===== src/asid_pkg.sv =====
// Overview of operation
// - one limit function drives the alert, conversion-done may drive it too
// - alert function flag at bit 4 shows a limit event caused the alert
// - latched mode: alert function flag clears only by reading mask register
// - transparent mode: flag clears after next conversion without alert condition
// - conversion done flag at bit 3 sets when the whole cycle finishes
// - configuration write clears conversion done flag unless power-down selected
// - a read of the mask register clears the conversion done flag unless a conversion completes in the same cycle
// - results of the last completed conversion are held, but no register address reads them
// - math overflow flag at bit 2 sets when arithmetic overflows
// - bit 1 selects alert sense: one active-high, zero active-low default
// - latch select bit sets latching of the alert function flag and so of the alert output
// - 16-bit threshold at 07h, reset zero, compared with selected register
// - read-only 16-bit maker code register at FEh
// - read-only die register at FFh: 12-bit code high, 4-bit revision low
// - mask bits 15 to 10 choose the event that drives the alert
// - several limit enables: highest bit among 15 to 11 wins
package asid_pkg;
	localparam int unsigned ASID_ADDR_W = 8;
	localparam int unsigned ASID_DATA_W = 16;
	localparam logic [7:0] ASID_OFS_CONFIG    = 8'h00;
	localparam logic [7:0] ASID_OFS_MASK      = 8'h06;
	localparam logic [7:0] ASID_OFS_THRESHOLD = 8'h07;
	localparam logic [7:0] ASID_OFS_MAKER     = 8'hFE;
	localparam logic [7:0] ASID_OFS_DIE       = 8'hFF;
	// mask/enable bit positions
	localparam int unsigned ASID_BIT_SHUNT_OVER  = 15;
	localparam int unsigned ASID_BIT_SHUNT_UNDER = 14;
	localparam int unsigned ASID_BIT_BUS_OVER    = 13;
	localparam int unsigned ASID_BIT_BUS_UNDER   = 12;
	localparam int unsigned ASID_BIT_POWER_OVER  = 11;
	localparam int unsigned ASID_BIT_CONV_ALERT  = 10;
	localparam int unsigned ASID_BIT_ALERT_FLAG  = 4;
	localparam int unsigned ASID_BIT_DONE_FLAG   = 3;
	localparam int unsigned ASID_BIT_OVERFLOW    = 2;
	localparam int unsigned ASID_BIT_SENSE       = 1;
	localparam int unsigned ASID_BIT_LATCH       = 0;
	localparam logic [15:0] ASID_MASK_RW_BITS    = 16'hFC03;
	localparam logic [15:0] ASID_MASK_RESET      = 16'h0000;
	localparam logic [15:0] ASID_THRESHOLD_RESET = 16'h0000;
	localparam logic [15:0] ASID_READ_ZERO       = 16'h0000;
	// operating mode field of the configuration register
	localparam logic [1:0] ASID_MODE_RUN_MASK = 2'h3;
	localparam logic [1:0] ASID_MODE_PWRDOWN  = 2'h0;
	// identification defaults, values are arbitrary
	localparam logic [15:0] ASID_MAKER_DEFAULT = 16'h5A3C;
	localparam logic [11:0] ASID_DIE_DEFAULT   = 12'h0B7;
	localparam logic [3:0]  ASID_REV_DEFAULT   = 4'h1;
endpackage


===== src/asid_evt_if.sv =====
`timescale 1ns/1ps
`default_nettype none
// carries limit selection and alert state between the register bank and its helpers
interface asid_evt_if;
	logic [5:0]  alert_enable;
	logic [15:0] threshold;
	logic [15:0] shunt_value;
	logic [15:0] bus_value;
	logic [15:0] power_value;
	logic        limit_hit;
	logic        alert_active;
	logic        alert_sense_select;

	modport cmp
	(
		input  alert_enable,
		input  threshold,
		input  shunt_value,
		input  bus_value,
		input  power_value,
		output limit_hit
	);

	modport pin
	(
		input  alert_active,
		input  alert_sense_select
	);

	modport bank
	(
		output alert_enable,
		output threshold,
		output shunt_value,
		output bus_value,
		output power_value,
		input  limit_hit,
		output alert_active,
		output alert_sense_select
	);
endinterface
`default_nettype wire


===== src/asid_limit_cmp.sv =====
`timescale 1ns/1ps
`default_nettype none
module asid_limit_cmp
	import asid_pkg::*;
(
	asid_evt_if.cmp evt
);
	// ------------------------------------------------------------
	// limit comparison
	// ------------------------------------------------------------
	// highest enable wins
	always_comb
	begin
		if (evt.alert_enable[ASID_BIT_SHUNT_OVER - ASID_BIT_CONV_ALERT])
		begin
			evt.limit_hit = $signed(evt.shunt_value) > $signed(evt.threshold);
		end
		else if (evt.alert_enable[ASID_BIT_SHUNT_UNDER - ASID_BIT_CONV_ALERT])
		begin
			evt.limit_hit = $signed(evt.shunt_value) < $signed(evt.threshold);
		end
		else if (evt.alert_enable[ASID_BIT_BUS_OVER - ASID_BIT_CONV_ALERT])
		begin
			evt.limit_hit = evt.bus_value > evt.threshold;
		end
		else if (evt.alert_enable[ASID_BIT_BUS_UNDER - ASID_BIT_CONV_ALERT])
		begin
			evt.limit_hit = evt.bus_value < evt.threshold;
		end
		else if (evt.alert_enable[ASID_BIT_POWER_OVER - ASID_BIT_CONV_ALERT])
		begin
			evt.limit_hit = evt.power_value > evt.threshold;
		end
		else
		begin
			evt.limit_hit = 1'b0;
		end
	end
endmodule
`default_nettype wire


===== src/asid_pin_drv.sv =====
`timescale 1ns/1ps
`default_nettype none
module asid_pin_drv
(
	input  wire logic clk_i,
	input  wire logic rstn_i,
	asid_evt_if.pin   evt,
	output var  logic pin_oe_n_o
);
	// ------------------------------------------------------------
	// open-collector drive
	// ------------------------------------------------------------
	// sense select
	always_ff @(posedge clk_i)
	begin
		if (!rstn_i)
		begin
			pin_oe_n_o <= 1'b1;
		end
		else
		begin
			pin_oe_n_o <= ~(evt.alert_active ^ evt.alert_sense_select);
		end
	end

	a_pin_sense_drive: assert property (@(posedge clk_i) disable iff (!rstn_i)
		(evt.alert_active ^ evt.alert_sense_select) |=> !pin_oe_n_o)
		else $error("alert pin not pulled low when required");
endmodule
`default_nettype wire


===== src/asid_top.sv =====
`timescale 1ns/1ps
`default_nettype none
module asid_top
	import asid_pkg::*;
#(
	parameter logic [15:0] MAKER_CODE = ASID_MAKER_DEFAULT,
	parameter logic [11:0] DIE_CODE   = ASID_DIE_DEFAULT,
	parameter logic [3:0]  DIE_REV    = ASID_REV_DEFAULT
)
(
	input  wire logic                   clk_i,
	input  wire logic                   rstn_i,
	input  wire logic [ASID_ADDR_W-1:0] reg_addr_i,
	input  wire logic [ASID_DATA_W-1:0] reg_wdata_i,
	input  wire logic                   reg_wr_i,
	input  wire logic                   reg_rd_i,
	output var  logic [ASID_DATA_W-1:0] reg_rdata_o,
	input  wire logic                   conv_done_i,
	input  wire logic                   overflow_i,
	input  wire logic [15:0]            shunt_value_i,
	input  wire logic [15:0]            bus_value_i,
	input  wire logic [15:0]            power_value_i,
	input  wire logic                   alert_pin_i,
	output var  logic                   alert_pin_o,
	output var  logic                   alert_pin_oe_n_o
);
	// ------------------------------------------------------------
	// state
	// ------------------------------------------------------------
	logic [5:0]  alert_enable;
	logic        alert_sense_select;
	logic        alert_latch_select;
	logic [15:0] alert_threshold_bits;
	logic        alert_function_flag;
	logic        conversion_done_flag;
	logic        math_overflow_flag;
	logic [15:0] last_shunt;
	logic [15:0] last_bus;
	logic [15:0] last_power;
	logic        mask_rd;
	logic        mask_wr;
	logic        thr_wr;
	logic        cfg_clear;
	logic        conv_hit;
	logic [15:0] mask_view;
	logic [15:0] next_rdata;

	asid_evt_if evt ();

	// ------------------------------------------------------------
	// access decode
	// ------------------------------------------------------------
	assign mask_rd  = reg_rd_i && (reg_addr_i == ASID_OFS_MASK);
	assign mask_wr  = reg_wr_i && (reg_addr_i == ASID_OFS_MASK);
	assign thr_wr   = reg_wr_i && (reg_addr_i == ASID_OFS_THRESHOLD);
	assign cfg_clear = reg_wr_i && (reg_addr_i == ASID_OFS_CONFIG)
		&& ((reg_wdata_i[1:0] & ASID_MODE_RUN_MASK) != ASID_MODE_PWRDOWN);
	assign conv_hit = conv_done_i && evt.limit_hit;

	// ------------------------------------------------------------
	// helper connections
	// ------------------------------------------------------------
	assign evt.alert_enable       = alert_enable;
	assign evt.threshold          = alert_threshold_bits;
	assign evt.shunt_value        = shunt_value_i;
	assign evt.bus_value          = bus_value_i;
	assign evt.power_value        = power_value_i;
	assign evt.alert_sense_select = alert_sense_select;
	assign evt.alert_active = alert_function_flag
		|| (alert_enable[0] && conversion_done_flag);

	asid_limit_cmp u_cmp
	(
		.evt (evt.cmp)
	);

	asid_pin_drv u_pin
	(
		.clk_i      (clk_i),
		.rstn_i     (rstn_i),
		.evt        (evt.pin),
		.pin_oe_n_o (alert_pin_oe_n_o)
	);

	// ------------------------------------------------------------
	// writable control
	// ------------------------------------------------------------
	// event selection bits
	always_ff @(posedge clk_i)
	begin
		if (!rstn_i)
		begin
			alert_enable       <= ASID_MASK_RESET[ASID_BIT_SHUNT_OVER:ASID_BIT_CONV_ALERT];
			alert_sense_select <= ASID_MASK_RESET[ASID_BIT_SENSE];
			alert_latch_select <= ASID_MASK_RESET[ASID_BIT_LATCH];
		end
		else if (mask_wr)
		begin
			alert_enable       <= reg_wdata_i[ASID_BIT_SHUNT_OVER:ASID_BIT_CONV_ALERT];
			alert_sense_select <= reg_wdata_i[ASID_BIT_SENSE];
			alert_latch_select <= reg_wdata_i[ASID_BIT_LATCH];
		end
	end

	always_ff @(posedge clk_i)
	begin
		if (!rstn_i)
		begin
			alert_threshold_bits <= ASID_THRESHOLD_RESET;
		end
		else if (thr_wr)
		begin
			alert_threshold_bits <= reg_wdata_i;
		end
	end

	// ------------------------------------------------------------
	// status flags
	// ------------------------------------------------------------
	// set on a limit hit, wins over clears
	always_ff @(posedge clk_i)
	begin
		if (!rstn_i)
		begin
			alert_function_flag <= 1'b0;
		end
		else if (conv_hit)
		begin
			alert_function_flag <= 1'b1;
		end
		// latched: only a mask read clears
		else if (alert_latch_select)
		begin
			if (mask_rd)
			begin
				alert_function_flag <= 1'b0;
			end
		end
		else if (conv_done_i)
		begin
			alert_function_flag <= 1'b0;
		end
	end

	// set at end of cycle, wins over clears
	always_ff @(posedge clk_i)
	begin
		if (!rstn_i)
		begin
			conversion_done_flag <= 1'b0;
		end
		else if (conv_done_i)
		begin
			conversion_done_flag <= 1'b1;
		end
		else if (mask_rd || cfg_clear)
		begin
			conversion_done_flag <= 1'b0;
		end
	end

	always_ff @(posedge clk_i)
	begin
		if (!rstn_i)
		begin
			math_overflow_flag <= 1'b0;
		end
		else if (conv_done_i)
		begin
			math_overflow_flag <= overflow_i;
		end
		else if (overflow_i)
		begin
			math_overflow_flag <= 1'b1;
		end
	end

	// results of the last completed conversion
	always_ff @(posedge clk_i)
	begin
		if (!rstn_i)
		begin
			last_shunt <= ASID_READ_ZERO;
			last_bus   <= ASID_READ_ZERO;
			last_power <= ASID_READ_ZERO;
		end
		else if (conv_done_i)
		begin
			last_shunt <= shunt_value_i;
			last_bus   <= bus_value_i;
			last_power <= power_value_i;
		end
	end

	// ------------------------------------------------------------
	// read path
	// ------------------------------------------------------------
	always_comb
	begin
		mask_view = ASID_READ_ZERO;
		mask_view[ASID_BIT_SHUNT_OVER:ASID_BIT_CONV_ALERT] = alert_enable;
		mask_view[ASID_BIT_ALERT_FLAG] = alert_function_flag;
		mask_view[ASID_BIT_DONE_FLAG]  = conversion_done_flag;
		mask_view[ASID_BIT_OVERFLOW]   = math_overflow_flag;
		mask_view[ASID_BIT_SENSE] = alert_sense_select;
		mask_view[ASID_BIT_LATCH] = alert_latch_select;
	end

	// maker code, die code, no write path to either
	always_comb
	begin
		if (reg_addr_i == ASID_OFS_MASK)
		begin
			next_rdata = mask_view;
		end
		else if (reg_addr_i == ASID_OFS_THRESHOLD)
		begin
			next_rdata = alert_threshold_bits;
		end
		else if (reg_addr_i == ASID_OFS_MAKER)
		begin
			next_rdata = MAKER_CODE;
		end
		else if (reg_addr_i == ASID_OFS_DIE)
		begin
			next_rdata = {DIE_CODE, DIE_REV};
		end
		else
		begin
			next_rdata = ASID_READ_ZERO;
		end
	end

	always_ff @(posedge clk_i)
	begin
		if (!rstn_i)
		begin
			reg_rdata_o <= ASID_READ_ZERO;
		end
		else if (reg_rd_i)
		begin
			reg_rdata_o <= next_rdata;
		end
	end

	// open collector only ever pulls low
	always_ff @(posedge clk_i)
	begin
		if (!rstn_i)
		begin
			alert_pin_o <= 1'b0;
		end
		else
		begin
			alert_pin_o <= 1'b0;
		end
	end

	// ------------------------------------------------------------
	// checks
	// ------------------------------------------------------------
	a_flag_limit_set: assert property (@(posedge clk_i) disable iff (!rstn_i)
		conv_hit |=> alert_function_flag)
		else $error("alert function flag missed a limit hit");

	a_flag_latch_hold: assert property (@(posedge clk_i) disable iff (!rstn_i)
		(alert_latch_select && alert_function_flag && !mask_rd && !mask_wr)
		|=> alert_function_flag)
		else $error("latched alert flag cleared without mask read");

	a_flag_latch_clear: assert property (@(posedge clk_i) disable iff (!rstn_i)
		(alert_latch_select && mask_rd && !conv_hit) |=> !alert_function_flag)
		else $error("latched alert flag survived mask read");

	a_flag_transp_clear: assert property (@(posedge clk_i) disable iff (!rstn_i)
		(!alert_latch_select && conv_done_i && !evt.limit_hit)
		|=> !alert_function_flag)
		else $error("transparent alert flag not cleared");

	a_done_flag_set: assert property (@(posedge clk_i) disable iff (!rstn_i)
		conv_done_i |=> conversion_done_flag)
		else $error("conversion done flag not set");

	a_done_rise_cause: assert property (@(posedge clk_i) disable iff (!rstn_i)
		$rose(conversion_done_flag) |-> $past(conv_done_i))
		else $error("conversion done flag set without conversion");

	a_done_cfg_clear: assert property (@(posedge clk_i) disable iff (!rstn_i)
		(cfg_clear && !conv_done_i) |=> !conversion_done_flag)
		else $error("config write did not clear conversion done flag");

	a_done_read_clear: assert property (@(posedge clk_i) disable iff (!rstn_i)
		(mask_rd && !conv_done_i) ##1 !conv_done_i |-> !conversion_done_flag)
		else $error("mask read did not clear conversion done flag");

	a_overflow_flag_set: assert property (@(posedge clk_i) disable iff (!rstn_i)
		overflow_i |=> math_overflow_flag)
		else $error("overflow flag not set");

	a_result_keep_last: assert property (@(posedge clk_i) disable iff (!rstn_i)
		conv_done_i |=> {last_shunt, last_bus, last_power}
			== $past({shunt_value_i, bus_value_i, power_value_i}))
		else $error("last conversion results not captured");

	a_thr_write_read: assert property (@(posedge clk_i) disable iff (!rstn_i)
		thr_wr ##1 !thr_wr ##1 (reg_rd_i && reg_addr_i == ASID_OFS_THRESHOLD && !thr_wr)
		|=> reg_rdata_o == $past(reg_wdata_i, 3))
		else $error("threshold readback mismatch");

	a_id_read_fixed: assert property (@(posedge clk_i) disable iff (!rstn_i)
		(reg_rd_i && reg_addr_i == ASID_OFS_MAKER) |=> reg_rdata_o == MAKER_CODE)
		else $error("maker code readback wrong");

	a_die_read_fixed: assert property (@(posedge clk_i) disable iff (!rstn_i)
		(reg_rd_i && reg_addr_i == ASID_OFS_DIE) |=> reg_rdata_o == {DIE_CODE, DIE_REV})
		else $error("die code readback wrong");
endmodule
`default_nettype wire


===== config.mk =====
export PLATFORM = sky130hd
export DESIGN_NAME = asid_top
export DESIGN_NICKNAME = d
export VERILOG_FILES = /design/src/asid_pkg.sv /design/src/asid_evt_if.sv /design/src/asid_limit_cmp.sv /design/src/asid_pin_drv.sv /design/src/asid_top.sv
export SDC_FILE = /design/constraint.sdc
export NUM_CORES = 1
export LEC_CHECK = 0
export BUFFER_PORTS_ARGS = -buffer_cell sky130_fd_sc_hd__buf_2
export CAP_MARGIN = 20
export CORE_UTILIZATION = 50
export CTS_CLUSTER_DIAMETER = 60
export CTS_CLUSTER_SIZE = 30
export DETAILED_ROUTE_END_ITERATION = 8
export GPL_ROUTABILITY_DRIVEN = 0
export MAX_ROUTING_LAYER = met4
export PLACE_DENSITY = 0.78
export SYNTH_ARGS = -nofsm -noshare
export SYNTH_HDL_FRONTEND = slang
export SYNTH_SLANG_ARGS = --single-unit
export TNS_END_PERCENT = 10

===== constraint.sdc =====
create_clock -name clk_i -period 3.8 [get_ports clk_i]
set_clock_uncertainty 0.1 [all_clocks]
set_input_delay 0.38 -clock clk_i [delete_from_list [all_inputs] [get_ports clk_i]]
set_output_delay 0.38 -clock clk_i [all_outputs]
set_load 0.005 [all_outputs]

==> impl_metrics.tcl <==
set metrics [dict create \
    synth_cell_types 48 \
    cts_root_buf "clkbuf_8" \
    m1WireLength_microns 3430 \
    portBuffers 94 \
    firstDrtPassIters 4 \
    die_w_microns 81.5 \
    post_cts_buffers 0 \
    num_antenna_cells 0 \
    yosysSeqAreaShare_pct 27.9 \
    ys.flop_type "dfxtp_1" \
    crit_type "register to register" \
    grt_usage_pct 26.4 \
    yosys-top-cells-area "dfxtp_1, ha_1, nand2_1" \
    fmax_ghz 0.398 \
    wl_met2_microns 3820 \
    dp.final_hpwl_microns 6390 \
    cts.repair.resized 0 \
    peakVddDrop_mv 0.223 \
    hp-class "primary input to register" \
    wl_met3_microns 570 \
    slowest_stage "or4_1" \
    yosys.area.top_type "dfxtp_1" \
    timing.setup.tns_ns 0 \
    arrival_ns 2.59 \
    worst_skew_pair.late_latency_ns 0.30 \
    cts_htree_levels 2 \
    die_y_microns 81.5 \
    cp_cell_sequence "inv_1, ha_1, nand4_1, or4_1, a21o_1, a41o_1, nor3_1, o31ai_1" \
    finalSetupViolCount 0 \
    final_layout_size_suffix_gt1_share_pct 23.8 \
    antenna_found_initial 0 \
    power_density_nw_per_um2 247 \
    yosysWarnings 0 \
    pre_cts_ws_ns 1.25 \
    synth_edf_count 0 \
    power_uw 916 \
    cp-end-kind "register" \
    grt_overflow 0 \
    area_growth_pct 17.6 \
    hold_depth 3 \
    critPathMaxStageDelay_ns 0.60 \
    routed.top_layer "met4" \
    first_iter_violations 275 \
    finalHoldViolCount 0 \
    avgSynthCellArea_sq_um 8.14 \
    yosys.cell_count.top_type "nand2_1" \
    synth-seq-cells 44 \
    reg2reg_depth 8 \
    ant_nets 0 \
    grt_start_max_net_pins 43 \
    num-nets-final 601 \
    run_status "finished, final reports clean" \
    synth_top_area_share_pct 27.9 \
    syn_nets 515 \
    rows 28 \
    worst-path-max-fanout 3 \
    synthesis.area_sq_um 3160 \
    finalCriticalPeriod_ns 2.51 \
    drc 0 \
    start_util_pct 52.7 \
    die_area_sq_um 6630 \
    synthCells 388 \
    rsz0062_at_grt "no" \
    cts_hold_buf 0 \
    startpoint_type "register" \
    worstMarginPinSlew_ns 0.885 \
    via_per_inst 5.65 \
    post-route-util_pct 62.0 \
    ios 97 \
    drv_cap 0 \
    num_vias 3109 \
    cts_tree "built" \
    required_ns 3.88 \
    drt-total-wl_microns 8010 \
    fill_cells 529 \
    p_leak_nw 1.62 \
    clockBufferDepth 2 \
    period_share_pct 66.0 \
    cts.sinks 44 \
    maxSlewHeadroom_pct 40.5 \
    async_reset_ff_share_pct 0 \
    multi_input_area_sq_um 2090 \
    setup_slack_ns 1.29 \
    seq_area_sq_um 881 \
    grt_pass1_vias 2972 \
    slew_viol_final 0 \
    wl_per_cell_microns 14.6 \
    core_area_sq_um 5990 \
    clk_pin_slew_ns 0.08 \
    synthTopCellsByCount "nand2_1, ha_1, dfxtp_1, a21oi_1, inv_1" \
    cts_made_buffers 5 \
    grt_pass1_wl_microns 13000 \
]
## cell families after synthesis
group,share of synthesized area (%)
AOI/OAI and AO/OA,23.4
xor gates and xnor gates,0.277
adders and majority gates,19.0
buffers and inverters,5.87
DFF,27.9
muxes,1.78
other,0.119
and+or+nand+nor,21.6
## flip-flops by register name, summed over array words and instances (netlist names)
name and flops:
alert_enable 6, alert_latch_select 1, u_pin.pin_oe_n_o 1, math_overflow_flag 1, conversion_done_flag 1, alert_threshold_bits 16, alert_function_flag 1, alert_sense_select 1
reg_rdata_o 16
## final timing paths
| kind | from | end | slack (ns) |
|---|---|---|---|
| worst max-delay path | alert_threshold_bits[14] | alert_function_flag | 1.29 |
| worst min-delay path | reg_wdata_i[6] | alert_threshold_bits[6] | 0.21 |
| worst max register to register | alert_threshold_bits[14] | alert_function_flag | 1.29 |
| worst min register to register | reg_rdata_o[12] | reg_rdata_o[12] | 0.36 |
## critical path: cells and delay by family, from the launching register on
kind,cells,cell delay [ns]
buffers and inverters,1,0.10
AO/OA/AOI/OAI,3,0.53
AND/OR/NAND/NOR,3,0.97
flip-flops,1,0.37
adder cells (fa/ha/maj),1,0.32
## stage by stage
stage               cells  area, sq um  hold slack (ns)
floorplan             388         3160            0.343
global placement      542         3630            0.335
global route          550         3710            0.212
CTS                   550         3710            0.208
finish                550         3710            0.211
detailed placement    542         3630            0.340
## final cells by class
type / instances / area share [%]
clock buffers: 5 / 1.85
well taps: 75 / 2.53
clock inverters: 3 / 0.505
multi-input cells: 306 / 56.3
flip-flops and latches: 44 / 23.7
inverters: 22 / 2.22
repair buffers: 95 / 12.9
## power by group
part	total (mW)	switching [mW]	internal (mW)
Combinational	0.152	0.0780	0.0743
Clock	0.294	0.166	0.128
Sequential	0.470	0.00335	0.466
## metal layers
metal / vias to the layer above / global-route usage, %
met5: - / -
met4: 0 / 10.2
met3: 21 / 4.78
met2: 114 / 42.1
met1: 1411 / 33.0
li1: 1563 / -
## layout by cell type (no fill, tap or decap), types with 5 or more instances in the layout
cell      netlist  final
dfxtp_1        44     44
nor2_1         14     14
nand2b_1        8      8
nand2_1        63     63
buf_2           1     94
inv_1          22     22
nand3_1        19     19
clkbuf_8        0      5
a21o_1          7      7
nand4_1         9      9
nor2b_1         5      5
mux2_2          5      5
o21ai_0        18     18
a21boi_1       10     10
a21boi_0       20     20
ha_1           48     48
a21oi_1        32     32
Note: power is estimated with default switching activity, not from simulation.
